File: src/logic/pbcs_pkg.sv
// Purpose: Shared constants for the base clock selector and its PLL
//          control registers.
// Assumes: Eight-bit register data on a three-bit word address.
// Notes:   Every offset, field position and count is here, with the reset values of the writable fields.

package pbcs_pkg;

  // ***********************************************************************
  // Register offsets
  // ***********************************************************************
  localparam logic [2:0] ADDR_CONTROL   = 3'h0;
  localparam logic [2:0] ADDR_BANDWIDTH = 3'h1;
  localparam logic [2:0] ADDR_MULT_HIGH = 3'h2;
  localparam logic [2:0] ADDR_MULT_LOW  = 3'h3;
  localparam logic [2:0] ADDR_VCO_RANGE = 3'h4;

  // ***********************************************************************
  // Field positions
  // ***********************************************************************
  localparam int CTL_IRQ_ENABLE = 7;
  localparam int CTL_LOCK_FLAG  = 6;
  localparam int CTL_PLL_POWER  = 5;
  localparam int CTL_BASE_SEL   = 4;
  localparam int CTL_RANGE_MSB  = 1;
  localparam int CTL_RANGE_LSB  = 0;
  localparam int BW_AUTO        = 7;
  localparam int BW_LOCK        = 6;
  localparam int BW_ACQ_TRACK   = 5;
  localparam int MULT_HIGH_MSB  = 3;

  // ***********************************************************************
  // Reset values
  // ***********************************************************************
  localparam logic       RST_PLL_POWER = 1'b1;
  localparam logic       RST_BASE_SEL  = 1'b0;
  localparam logic       RST_IRQ_EN    = 1'b0;
  localparam logic       RST_AUTO      = 1'b0;
  localparam logic       RST_ACQ_TRACK = 1'b0;
  localparam logic [1:0] RST_RANGE_EXP = 2'h0;
  localparam logic [3:0] RST_MULT_HIGH = 4'h0;
  localparam logic [7:0] RST_MULT_LOW  = 8'h40;
  localparam logic [7:0] RST_LINEAR    = 8'h40;

  // ***********************************************************************
  // Source switch timing
  // ***********************************************************************
  localparam logic [1:0] SWITCH_EDGES  = 2'h3;

  typedef enum logic [1:0]
  {
    ST_RUN  = 2'b00,
    ST_HOLD = 2'b01
  } pbcs_sw_state_type;

endpackage

File: src/logic/pbcs_sync_edge.sv
// Purpose: Two-stage synchroniser with edge and toggle detection.
// Assumes: Input is asynchronous to i_core_clk.
// Notes:   The first stage feeds only the second stage.

`timescale 1ns/100ps

module pbcs_sync_edge (
  // Clock and reset
  input  wire logic i_core_clk,
  input  wire logic i_rst,
  // Asynchronous input
  input  wire logic i_async,
  // Synchronised results
  output logic      o_level,
  output logic      o_rise,
  output logic      o_toggle
);

  logic meta_r;
  logic sync_r;
  logic prev_r;

  // ***********************************************************************
  // Synchroniser chain
  // ***********************************************************************
  always_ff @(posedge i_core_clk)
  begin
    if (i_rst)
    begin
      meta_r <= 1'b0;
      sync_r <= 1'b0;
      prev_r <= 1'b0;
    end
    else
    begin
      meta_r <= i_async;
      sync_r <= meta_r;
      prev_r <= sync_r;
    end
  end

  assign o_level  = sync_r;
  assign o_rise   = sync_r & ~prev_r;
  assign o_toggle = sync_r ^ prev_r;

endmodule

File: src/logic/pbcs_top.sv
// Purpose: PLL control registers, interlocks and glitch-free base clock
//          selection between the crystal clock and the VCO clock.
// Assumes: Source clocks are well below a quarter of i_core_clk.
// Notes:   Base clock edges are resampled on the core clock.
//
// How it works
// [RL1] A feedback multiplier of zero is sent out as one.
// [RL2] Linear range zero disables the PLL and forces the crystal source.
// [RL3] On source change hold the output for three crystal edges and, while the PLL is enabled, three VCO edges.
// [RL4] The selected source is divided by two for an even duty output.
// [RL5] base_select picks crystal clock or VCO clock as base source.
// [RL6] VCO selection is refused while pll_power is off.
// [RL7] Switching the PLL off is refused while the VCO is selected.
// [RL8] Power and selection cannot change in the same write.
// [RL9] Oscillator and PLL run only while osc_enable_in or osc_stop_keep is high.
// [RL10] osc_stop_keep keeps the oscillator running through stop mode.
// [RL11] pll_irq comes from the lock detector path.
// [RL12] irq_enable reads zero and ignores writes in manual bandwidth.
// [RL13] Manual bandwidth makes lock flag and lock indicator read zero.
// [RL14] base_select forced zero while power off or linear range zero.
// [RL15] Multiplier and range fields are read-only while PLL is on.
// [RL16] pll_power forced on while base_select is set.
// [RL17] Software writes the power-of-two exponent into range_exp.
// [RL18] Software splits the multiplier over the two multiplier registers.
// [RL19] Software writes the linear range into the VCO range register.
// [RL20] Software reprograms multiplier_low before enabling the PLL.
// [RL21] Automatic mode reports the detector filter state on acq_track.
// [RL22] Lock toggle sets the flag, raises irq, read of control clears.
// [RL23] Reset turns pll_power on.
// [RL24] Reset clears acq_track, selecting acquisition mode.
// [RL25] A blocked bit keeps its value while other bits still update.
// [RL26] Source clocks are synchronised before the output may switch.

`timescale 1ns/100ps

module pbcs_top (
  // Clock and reset
  input  wire logic       i_core_clk,
  input  wire logic       i_rst,
  // Register port
  input  wire logic [2:0] i_addr,
  input  wire logic [7:0] i_wr_data,
  input  wire logic       i_wr_en,
  input  wire logic       i_rd_en,
  output logic      [7:0] o_rd_data,
  // System integration controls
  input  wire logic       i_osc_enable_in,
  input  wire logic       i_osc_stop_keep,
  // Source clocks
  input  wire logic       i_crystal_clock,
  input  wire logic       i_vco_clock,
  // Lock detector
  input  wire logic       i_lock_detect,
  input  wire logic       i_track_detect,
  // Clock and interrupt outputs
  output logic            o_base_clock_out,
  output logic            o_pll_irq,
  // Analog control outputs
  output logic            o_osc_enable,
  output logic            o_pll_enable,
  output logic     [11:0] o_feedback_divider,
  output logic      [1:0] o_range_exp,
  output logic      [7:0] o_linear_range,
  output logic            o_filter_track,
  output logic            o_auto_bw
);

  // ***********************************************************************
  // Declarations
  // ***********************************************************************
  logic                           irq_enable_r;
  logic                           lock_flag_r;
  logic                           pll_power_r;
  logic                           base_select_r;
  logic                     [1:0] range_exp_r;
  logic                           auto_r;
  logic                           acq_manual_r;
  logic                     [3:0] mult_high_r;
  logic                     [7:0] mult_low_r;
  logic                     [7:0] linear_r;
  logic                     [7:0] rd_data_r;
  logic                     [7:0] rd_data_nxt;
  logic                           pll_irq_r;
  logic                           osc_enable_r;
  logic                           pll_enable_r;
  logic                    [11:0] feedback_r;
  logic                           filter_track_r;
  logic                           base_out_r;
  logic                           active_src_r;
  logic                     [1:0] xtal_cnt_r;
  logic                     [1:0] vco_cnt_r;
  pbcs_pkg::pbcs_sw_state_type    sw_state_r;

  logic                           wr_ctl;
  logic                           wr_bw;
  logic                           wr_mh;
  logic                           wr_ml;
  logic                           wr_vr;
  logic                           rd_ctl;
  logic                           linear_zero;
  logic                           wr_power;
  logic                           wr_select;
  logic                           osc_run;
  logic                    [11:0] mult_full;
  logic                           lock_level;
  logic                           lock_toggle;
  logic                           track_level;
  logic                           xtal_rise;
  logic                           vco_rise;
  logic                           acq_read;

  // ***********************************************************************
  // Synchronisers
  // ***********************************************************************
  pbcs_sync_edge u_sync_xtal (
    .i_core_clk (i_core_clk),
    .i_rst      (i_rst),
    .i_async    (i_crystal_clock),
    .o_level    (),
    .o_rise     (xtal_rise),
    .o_toggle   ()
  );

  pbcs_sync_edge u_sync_vco (
    .i_core_clk (i_core_clk),
    .i_rst      (i_rst),
    .i_async    (i_vco_clock),
    .o_level    (),
    .o_rise     (vco_rise),
    .o_toggle   ()
  );

  pbcs_sync_edge u_sync_lock (
    .i_core_clk (i_core_clk),
    .i_rst      (i_rst),
    .i_async    (i_lock_detect),
    .o_level    (lock_level),
    .o_rise     (),
    .o_toggle   (lock_toggle)
  );

  pbcs_sync_edge u_sync_track (
    .i_core_clk (i_core_clk),
    .i_rst      (i_rst),
    .i_async    (i_track_detect),
    .o_level    (track_level),
    .o_rise     (),
    .o_toggle   ()
  );

  // ***********************************************************************
  // Decode
  // ***********************************************************************
  assign wr_ctl      = i_wr_en && (i_addr == pbcs_pkg::ADDR_CONTROL);
  assign wr_bw       = i_wr_en && (i_addr == pbcs_pkg::ADDR_BANDWIDTH);
  assign wr_mh       = i_wr_en && (i_addr == pbcs_pkg::ADDR_MULT_HIGH);
  assign wr_ml       = i_wr_en && (i_addr == pbcs_pkg::ADDR_MULT_LOW);
  assign wr_vr       = i_wr_en && (i_addr == pbcs_pkg::ADDR_VCO_RANGE);
  assign rd_ctl      = i_rd_en && (i_addr == pbcs_pkg::ADDR_CONTROL);
  assign wr_power    = i_wr_data[pbcs_pkg::CTL_PLL_POWER];
  assign wr_select   = i_wr_data[pbcs_pkg::CTL_BASE_SEL];
  assign linear_zero = (linear_r == 8'h00);
  assign mult_full   = {mult_high_r, mult_low_r};
  assign acq_read    = auto_r ? track_level : acq_manual_r; // [RL21]

  // ***********************************************************************
  // Control register
  // ***********************************************************************
  always_ff @(posedge i_core_clk)
  begin
    if (i_rst)
      irq_enable_r <= pbcs_pkg::RST_IRQ_EN;
    else if (!auto_r)
      irq_enable_r <= 1'b0; // [RL12]
    else if (wr_ctl)
      irq_enable_r <= i_wr_data[pbcs_pkg::CTL_IRQ_ENABLE];
  end

  // A write that would really move base_select leaves power alone.
  always_ff @(posedge i_core_clk)
  begin
    if (i_rst)
      pll_power_r <= pbcs_pkg::RST_PLL_POWER; // [RL23]
    else if (wr_ctl && !base_select_r && (!wr_select || !pll_power_r))
      pll_power_r <= wr_power; // [RL7] [RL16] [RL8] [RL25]
  end

  always_ff @(posedge i_core_clk)
  begin
    if (i_rst)
      base_select_r <= pbcs_pkg::RST_BASE_SEL;
    else if (!pll_power_r || linear_zero)
      base_select_r <= 1'b0; // [RL6] [RL14] [RL2]
    else if (wr_ctl && (wr_power == pll_power_r))
      base_select_r <= wr_select; // [RL5] [RL8] [RL25]
  end

  always_ff @(posedge i_core_clk)
  begin
    if (i_rst)
      range_exp_r <= pbcs_pkg::RST_RANGE_EXP;
    else if (wr_ctl && !pll_power_r)
      range_exp_r <= i_wr_data[pbcs_pkg::CTL_RANGE_MSB:
                               pbcs_pkg::CTL_RANGE_LSB]; // [RL15] [RL17]
  end

  // The set beats a simultaneous clearing read so no lock change is lost.
  always_ff @(posedge i_core_clk)
  begin
    if (i_rst)
      lock_flag_r <= 1'b0;
    else if (!auto_r)
      lock_flag_r <= 1'b0; // [RL13]
    else if (lock_toggle)
      lock_flag_r <= 1'b1; // [RL22]
    else if (rd_ctl)
      lock_flag_r <= 1'b0; // [RL22]
  end

  // ***********************************************************************
  // Bandwidth register
  // ***********************************************************************
  always_ff @(posedge i_core_clk)
  begin
    if (i_rst)
      auto_r <= pbcs_pkg::RST_AUTO;
    else if (wr_bw)
      auto_r <= i_wr_data[pbcs_pkg::BW_AUTO];
  end

  // The manual value survives automatic mode and returns with manual mode.
  always_ff @(posedge i_core_clk)
  begin
    if (i_rst)
      acq_manual_r <= pbcs_pkg::RST_ACQ_TRACK; // [RL24]
    else if (wr_bw && !auto_r)
      acq_manual_r <= i_wr_data[pbcs_pkg::BW_ACQ_TRACK]; // [RL25]
  end

  // ***********************************************************************
  // Programming registers
  // ***********************************************************************
  always_ff @(posedge i_core_clk)
  begin
    if (i_rst)
    begin
      mult_high_r <= pbcs_pkg::RST_MULT_HIGH;
      mult_low_r  <= pbcs_pkg::RST_MULT_LOW;
      linear_r    <= pbcs_pkg::RST_LINEAR;
    end
    else if (!pll_power_r)
    begin
      if (wr_mh)
        mult_high_r <= i_wr_data[pbcs_pkg::MULT_HIGH_MSB:0]; // [RL15] [RL18]
      if (wr_ml)
        mult_low_r <= i_wr_data; // [RL15] [RL18] [RL20]
      if (wr_vr)
        linear_r <= i_wr_data; // [RL15] [RL19]
    end
  end

  // ***********************************************************************
  // Read port
  // ***********************************************************************
  always_comb
  begin
    rd_data_nxt = 8'h00;
    case (i_addr)
      pbcs_pkg::ADDR_CONTROL:
      begin
        rd_data_nxt[pbcs_pkg::CTL_IRQ_ENABLE] = irq_enable_r & auto_r;
        rd_data_nxt[pbcs_pkg::CTL_LOCK_FLAG]  = lock_flag_r & auto_r;
        rd_data_nxt[pbcs_pkg::CTL_PLL_POWER]  = pll_power_r;
        rd_data_nxt[pbcs_pkg::CTL_BASE_SEL]   = base_select_r;
        rd_data_nxt[pbcs_pkg::CTL_RANGE_MSB:
                    pbcs_pkg::CTL_RANGE_LSB]  = range_exp_r;
      end
      pbcs_pkg::ADDR_BANDWIDTH:
      begin
        rd_data_nxt[pbcs_pkg::BW_AUTO]      = auto_r;
        rd_data_nxt[pbcs_pkg::BW_LOCK]      = lock_level & auto_r; // [RL13]
        rd_data_nxt[pbcs_pkg::BW_ACQ_TRACK] = acq_read; // [RL21]
      end
      pbcs_pkg::ADDR_MULT_HIGH:
        rd_data_nxt[pbcs_pkg::MULT_HIGH_MSB:0] = mult_high_r;
      pbcs_pkg::ADDR_MULT_LOW:
        rd_data_nxt = mult_low_r;
      pbcs_pkg::ADDR_VCO_RANGE:
        rd_data_nxt = linear_r;
      default:
        rd_data_nxt = 8'h00;
    endcase
  end

  always_ff @(posedge i_core_clk)
  begin
    if (i_rst)
      rd_data_r <= 8'h00;
    else if (i_rd_en)
      rd_data_r <= rd_data_nxt;
    else
      rd_data_r <= 8'h00;
  end

  // ***********************************************************************
  // Interrupt and analog controls
  // ***********************************************************************
  assign osc_run = i_osc_enable_in | i_osc_stop_keep; // [RL9] [RL10]

  always_ff @(posedge i_core_clk)
  begin
    if (i_rst)
      pll_irq_r <= 1'b0;
    else
      pll_irq_r <= lock_flag_r & irq_enable_r; // [RL11] [RL22]
  end

  always_ff @(posedge i_core_clk)
  begin
    if (i_rst)
    begin
      osc_enable_r   <= 1'b0;
      pll_enable_r   <= 1'b0;
      feedback_r     <= 12'h001;
      filter_track_r <= pbcs_pkg::RST_ACQ_TRACK;
    end
    else
    begin
      osc_enable_r   <= osc_run; // [RL9] [RL10]
      pll_enable_r   <= pll_power_r & ~linear_zero & osc_run; // [RL2] [RL9]
      feedback_r     <= (mult_full == 12'h000) ? 12'h001 : mult_full; // [RL1]
      filter_track_r <= acq_read; // [RL21]
    end
  end

  // ***********************************************************************
  // Source transition control
  // ***********************************************************************
  // Edges are counted only after resampling, so a half-seen pulse of the
  // old source can never leak into the new one.
  always_ff @(posedge i_core_clk)
  begin
    if (i_rst)
    begin
      sw_state_r   <= pbcs_pkg::ST_RUN;
      active_src_r <= 1'b0;
      xtal_cnt_r   <= 2'h0;
      vco_cnt_r    <= 2'h0;
    end
    else
    begin
      case (sw_state_r)
        pbcs_pkg::ST_RUN:
        begin
          if (base_select_r != active_src_r)
          begin
            sw_state_r <= pbcs_pkg::ST_HOLD; // [RL3]
            xtal_cnt_r <= 2'h0;
            vco_cnt_r  <= 2'h0;
          end
        end
        pbcs_pkg::ST_HOLD:
        begin
          if (xtal_rise && (xtal_cnt_r != pbcs_pkg::SWITCH_EDGES))
            xtal_cnt_r <= xtal_cnt_r + 2'h1; // [RL26]
          if (vco_rise && (vco_cnt_r != pbcs_pkg::SWITCH_EDGES))
            vco_cnt_r <= vco_cnt_r + 2'h1; // [RL26]
          if ((xtal_cnt_r == pbcs_pkg::SWITCH_EDGES) &&
              ((vco_cnt_r == pbcs_pkg::SWITCH_EDGES) || !pll_enable_r))
          begin
            active_src_r <= base_select_r; // [RL3] [RL5]
            sw_state_r   <= pbcs_pkg::ST_RUN;
          end
        end
        default:
          sw_state_r <= pbcs_pkg::ST_RUN;
      endcase
    end
  end

  // ***********************************************************************
  // Divide by two
  // ***********************************************************************
  always_ff @(posedge i_core_clk)
  begin
    if (i_rst)
      base_out_r <= 1'b0;
    else if ((sw_state_r == pbcs_pkg::ST_RUN) &&
             (base_select_r == active_src_r))
    begin
      if (active_src_r ? vco_rise : xtal_rise)
        base_out_r <= ~base_out_r; // [RL4] [RL3]
    end
  end

  // ***********************************************************************
  // Outputs
  // ***********************************************************************
  assign o_rd_data          = rd_data_r;
  assign o_base_clock_out   = base_out_r;
  assign o_pll_irq          = pll_irq_r;
  assign o_osc_enable       = osc_enable_r;
  assign o_pll_enable       = pll_enable_r;
  assign o_feedback_divider = feedback_r;
  assign o_range_exp        = range_exp_r;
  assign o_linear_range     = linear_r;
  assign o_filter_track     = filter_track_r;
  assign o_auto_bw          = auto_r;

endmodule

File: config.mk
export PLATFORM = sky130hd
export DESIGN_NAME = pbcs_top
export DESIGN_NICKNAME = d
export VERILOG_FILES = /design/src/logic/pbcs_pkg.sv /design/src/logic/pbcs_sync_edge.sv /design/src/logic/pbcs_top.sv
export SDC_FILE = /design/constraint.sdc
export NUM_CORES = 1
export LEC_CHECK = 0
export BUFFER_PORTS_ARGS = -buffer_cell sky130_fd_sc_hd__buf_2
export CORE_MARGIN = 1.5
export CORE_UTILIZATION = 35
export CTS_CLUSTER_DIAMETER = 120
export DETAILED_ROUTE_END_ITERATION = 7
export GPL_TIMING_DRIVEN = 0
export HOLD_SLACK_MARGIN = 0.08
export SYNTH_ARGS = -nofsm -noshare
export SYNTH_HDL_FRONTEND = slang
export SYNTH_SLANG_ARGS = --single-unit
export TNS_END_PERCENT = 1
File: constraint.sdc
create_clock -name i_core_clk -period 1.35 [get_ports i_core_clk]
set_input_delay 0.2025 -clock i_core_clk [delete_from_list [all_inputs] [get_ports i_core_clk]]
set_output_delay 0.2025 -clock i_core_clk [all_outputs]
set_load 0.005 [all_outputs]
==> results_dict.tcl, run 1 <==
set metrics [dict create \
    area_growth_pct 24.8 \
    cts_root_buf "clkbuf_8" \
    antenna_found_initial 0 \
    core_sq_um 7330 \
    detailed_place_hpwl_mm 4.50 \
    grt_max_degree 13 \
    drc 0 \
    cap_violations 0 \
    arrival_ps 1550 \
    clkLatencyLatePin_ps 350 \
    status "completed" \
    dpl_cell_area_sq_um 3070 \
    syn_nets 289 \
    slew_headroom_pct 61.6 \
    start_util_pct 36.5 \
    fin_nets 360 \
    ys_types 39 \
    hold_path_class "in -> reg" \
    htree_levels 3 \
    worstMarginPinSlew_ps 576 \
    synth_top_area_share_pct 52.3 \
    clock_sinks 70 \
    max_freq_mhz 749 \
    fin_crit_ps 1340 \
    required_ps 1560 \
    place_congestion 0.847 \
    io_pins 57 \
    wl_mm 6.34 \
    grt_pass1_vias 2070 \
    dp.cells 418 \
    final_util_pct 45.6 \
    crit_fanout 3 \
    numCtsBuffers 9 \
    antenna_cells 0 \
    hold_viol 0 \
    synth_top_cells_by_area "dfxtp_1 (52%), mux2i_1 (11%), nor2b_1 (5.4%), nor2_1 (5.3%), a21oi_1 (2.1%)" \
    rows 31 \
    syn_area_per_cell_sq_um 10.1 \
    final_cells 441 \
    cts_tree "done" \
    drv_slew 0 \
    fin_area_sq_um 3340 \
    fin_ws_ps 14.6 \
    clockBufferDepth 2 \
    ys_seq_area_share_pct 52.3 \
    drt-wirelength-per-cell_um 14.4 \
    cp-start-kind "register" \
    io_buffer_count 53 \
    avgViaCountPerCell 4.85 \
    timing.final.crit_share_pct 98.9 \
    yosysTopAreaCell "dfxtp_1" \
    setup_viol 0 \
    synthCells 266 \
    clkTransAtPathRegs_ps 70 \
    grt_overflow_total 0 \
    die_h_um 90.5 \
    power_leakage_nw 1.47 \
    ys_warn_count 0 \
    rsz0062_at_grt "true" \
    grt_use_total_pct 16.5 \
    p_per_area_nw_per_um2 1140 \
    die_width_um 90.5 \
    max-vdd-ir-drop_v 0.000470 \
    final_antenna_net_count 0 \
    post_cts_buffers 0 \
    die_area_sq_um 8190 \
    drive_above_1_share_pct 24.9 \
    grt_pass1_wl_mm 10.4 \
    clock_skew_ps 7.54 \
    pre_cts_slack_ps -211 \
    synth_seq_cells 70 \
    drtPass1Iterations 4 \
    dr.first_iter.drc_count 102 \
    vias 2137 \
    syn_area_sq_um 2680 \
    crit_type "reg -> reg" \
    worstSetupEndpointType "register" \
]
==> routing by layer <==
layer / global-route usage, % / part of all wire, % / routed length, um / up-vias
li1: - / - / - / 1070
met1: 21.8 / 47 / 3000 / 985
met2: 24.9 / 45 / 2860 / 72
met3: 5.22 / 5.6 / 356 / 10
met4: 6.35 / 1.8 / 117 / 0
met5: 0 / 0 / 0 / -
==> worst paths after layout <==
path | startpoint | endpoint | slack [ps] | cells after the start
worst min-delay path | i_wr_data[6] | mult_low_r[6] | 110 | 3
worst min register to register | u_sync_lock.meta_r | u_sync_lock.o_level | 440 | 1
worst max register to register | xtal_cnt_r[0] | xtal_cnt_r[0] | 10 | 4
worst max-delay path | xtal_cnt_r[0] | xtal_cnt_r[0] | 10 | 4
==> report_power, final <==
group          switching, mW  total (mW)  internal (mW)  leakage (nW)
Combinational          0.129       0.229          0.100         0.818
Clock                  0.782        1.49          0.705        0.0841
Sequential            0.0140        2.11           2.09         0.568
Total                  0.926        3.82           2.90          1.47
==> worst max-delay path, stage by stage, from the launching register on <==
cell and delay [ps]:
dfxtp_2 330, ha_2 190, or4bb_1 510, nand3_1 100, a21oi_1 70
==> area by class of cell <==
cell class	instances	area, sq um
plain buffers	13	80.1
inverters	4	15.0
multi-input cells	179	1210
repair buffers	60	338
flip-flops and latches	70	1400
clock inverters	6	37.5
clock buffers	10	138
fillers	728	3990
well taps	99	124
==> state kept, by name, indices dropped and copies added (netlist names), 2 cells and up <==
| name | flops |
|---|---|
| o_range_exp | 2 |
| mult_low_r | 8 |
| o_linear_range | 8 |
| o_rd_data | 8 |
| o_feedback_divider | 12 |
| xtal_cnt_r | 2 |
| mult_high_r | 4 |
| vco_cnt_r | 2 |
==> metrics by stage <==
step	power, mW	setup TNS [ps]	hold slack [ps]
floorplan	2.28	0	328
global placement	2.36	-1290	414
detailed placement	2.36	-2020	423
CTS	3.87	0	91.9
global route	4.00	-57.7	96.8
finish	3.82	0	115
==> cells in the final DEF (no fill, tap or decap), types with 2 or more instances in the layout <==
cell	netlist	layout
nor3_1	3	3
and3b_1	2	2
buf_6	4	4
and3_1	2	2
a21oi_1	11	11
mux2i_1	29	29
xor2_1	2	2
nor4bb_1	2	2
nor4_1	4	4
clkbuf_8	0	10
clkbuf_1	6	6
nand3b_1	2	2
dlygate4sd3_1	0	6
nand3_1	10	9
clkinvlp_4	0	3
a31oi_1	4	4
ha_2	0	2
nor2_1	38	36
o211ai_1	2	2
mux2_2	2	2
clkinv_2	0	3
buf_1	2	2
a22oi_1	3	3
buf_2	1	54
nand4b_1	3	3
or4bb_1	2	2
nand2_1	13	13
nand2b_1	3	3
nor2b_1	23	23
inv_1	4	4
dfxtp_1	70	69
o21ai_0	3	3
xnor2_1	2	2
a2bb2oi_1	3	3
nor2_2	0	2
==> cells in the mapped netlist, drive strengths merged <==
cell type,count
dfxtp,70
nor2,38
mux2i,29
nor2b,23
nand2,13
a21oi,11
nand3,11
buf,7
clkbuf,6
a31oi,4
inv,4
nor4,4
a22oi,3
a2bb2oi,3
nand2b,3
nand4b,3
nor3,3
o21ai,3
and3,2
and3b,2
ha,2
mux2,2
nand3b,2
nor4bb,2
o211ai,2
or4bb,2
xnor2,2
xor2,2
a211oi,1
a21o,1
a311o,1
a32oi,1
and2b,1
nor4b,1
o2111ai,1
or3b,1
==> logic make-up after synthesis <==
kind of cell,count (synthesis),share of synthesized area [%]
flip-flops,70,52.3
XOR/XNOR,4,1.31
multiplexers,31,11.7
buffers and inverters,17,3.55
AND/OR/NAND/NOR,111,22.7
adder cells (fa/ha/maj),2,0.934
AO/OA/AOI/OAI,31,7.52
==> repair_timing <==
item / in CTS / in global routing
endpoints found under the hold margin: 5 / 0
endpoints found under the setup margin: 5 / 18
pin swaps: 2 / 1
gates resized for setup: 2 / 7
hold buffers: 7 / 0
Power figures use the tool's default switching activity.
==> run 2, diff against run 1 <==
Settings changed: BUFFER_PORTS_ARGS -buffer_cell sky130_fd_sc_hd__buf_2 to -buffer_cell sky130_fd_sc_hd__clkbuf_2, PLACE_DENSITY_LB_ADDON set to 0.08.
==> results_dict.tcl, run 2 (same netlist as run 1, synthesis figures left out) <==
set metrics [dict create \
    status "completed" \
    drc 0 \
    clkTransAtPathRegs_ps 80 \
    cp-start-kind "input pin" \
    place_congestion 0.807 \
    drv_slew 0 \
    largest_register_ffs 12 \
    crit_start "i_osc_enable_in" \
    htree_levels 3 \
    layout_common_cells "dfxtp_1 (65), clkbuf_2 (53), nor2_1 (36)" \
    r2r_cells 4 \
    area_growth_pct 25.6 \
    numCtsBuffers 9 \
    fillers 727 \
    die_h_um 90.5 \
    start_util_pct 36.5 \
    clock_skew_ps 9.73 \
    rows 31 \
    fin_ws_ps 21.5 \
    pre_cts_slack_ps -140 \
    power_mw 4.00 \
    max-vdd-ir-drop_v 0.000631 \
    fin_nets 359 \
    hold_viol 0 \
    layout_commonest_cell "dfxtp_1" \
    grt_use_total_pct 17.2 \
    timing.final.crit_share_pct 98.4 \
    post_cts_buffers 0 \
    drive_above_1_share_pct 25.6 \
    max_freq_mhz 753 \
    io_buffer_count 53 \
    r2r-start "vco_cnt_r[0]" \
    antenna_found_initial 0 \
    clkLatencyLatePin_ps 350 \
    clock_sinks 70 \
    r2r_slack_ps 30 \
    drt-wirelength-per-cell_um 15.2 \
    worstMarginPinSlew_ps 582 \
    detailed_place_hpwl_mm 4.60 \
    rr_endpoint "vco_cnt_r[1]" \
    vias 2132 \
    met1_usage_pct 23.0 \
    crit_type "in -> reg" \
    globalRouteMet3Util_pct 3.20 \
    cap_violations 0 \
    required_ps 1560 \
    final_util_pct 45.9 \
    grt_pass1_wl_mm 10.9 \
    wl_mm 6.68 \
    hold_path_class "in -> reg" \
    slew_headroom_pct 61.2 \
    clockBufferDepth 2 \
    core_sq_um 7330 \
    fin_area_sq_um 3370 \
    grt_max_degree 12 \
    cp-endpoint "o_osc_enable" \
    avgViaCountPerCell 4.86 \
    grt_busiest_layer "met2" \
    grt_pass1_vias 2110 \
    arrival_ps 1540 \
    rsz0062_at_grt "true" \
    fin_crit_ps 1330 \
    antenna_cells 0 \
    seq_area_sq_um 1410 \
    cts_root_buf "clkbuf_8" \
    io_pins 57 \
    p_per_area_nw_per_um2 1190 \
    dpl_cell_area_sq_um 3070 \
    die_width_um 90.5 \
    grt_overflow_total 0 \
    dr.first_iter.drc_count 118 \
    multiInputGateArea_sq_um 1220 \
    setup_viol 0 \
    drtPass1Iterations 4 \
    crit_fanout 2 \
    die_area_sq_um 8190 \
    worst_hold_slack_ps 85.0 \
    grt.met2_usage_pct 27.3 \
    worstSetupEndpointType "register" \
    final_antenna_net_count 0 \
    power_leakage_nw 1.44 \
    cts_tree "done" \
]
==> run 2: changes by cell type in the layout (fill, tap and decap cells not counted), moves of 2 or more <==
| cell | previous run | this run |
|---|---|---|
| clkbuf_2 | 0 | 53 |
| dfxtp_2 | 1 | 5 |
| dfxtp_1 | 69 | 65 |
| buf_2 | 54 | 1 |
| clkinvlp_4 | 3 | 1 |
==> run 2: worst max-delay path, cell delays in order <==
cell and delay, ps:
dlygate4sd3_1 540, clkbuf_2 120, nor2_4 80, dlygate4sd3_1 550, nor2_1 40
==> run 2: worst min-delay path by stage <==
stage / cells after the start / slack, ps / end / startpoint
final: 3 / 80 / o_linear_range[6] / i_wr_data[6]
after global routing: 3 / 90 / mult_low_r[6] / i_wr_data[6]
after CTS: 3 / 80 / o_linear_range[6] / i_wr_data[6]
after detailed placement: 1 / 420 / u_sync_xtal.o_level / u_sync_xtal.meta_r
after global placement: 2 / 410 / u_sync_track.meta_r / i_track_detect
after floorplan: 2 / 330 / o_linear_range[6] / i_wr_data[6]
==> run 2: metrics by stage <==
stage / TNS, ps / instances
finish: 0 / 439
global placement: -2120 / 418
CTS: 0 / 439
global route: -105 / 439
detailed placement: -1900 / 418
floorplan: 0 / 266
==> run 2: what timing repair did <==
action,CTS,global route
endpoints found under the setup margin,5,18
resized for setup,3,11
hold buffers,6,0
hold endpoints to repair,5,0
pin swaps,2,4
==> run 2: final cells by class <==
cell class,count,share of cell area (%)
tap,99,3.68
inverter,4,0.446
clock inverter,4,1.41
sequential,70,41.8
clock buffer,11,4.20
timing repair buffer,59,9.67
multi-input combinational,179,36.4
buffer,13,2.38
==> run 2: power breakdown <==
part	switching, mW	total (mW)	internal (mW)
combinational	0.136	0.234	0.0980
clock	0.769	1.66	0.888
sequential	0.0148	2.11	2.09
==> run 2: metal layers <==
metal / vias to the layer above / wire, um
li1: 1067 / -
met1: 1008 / 3240
met2: 46 / 3080
met3: 11 / 247
met4: 0 / 110
met5: - / 0
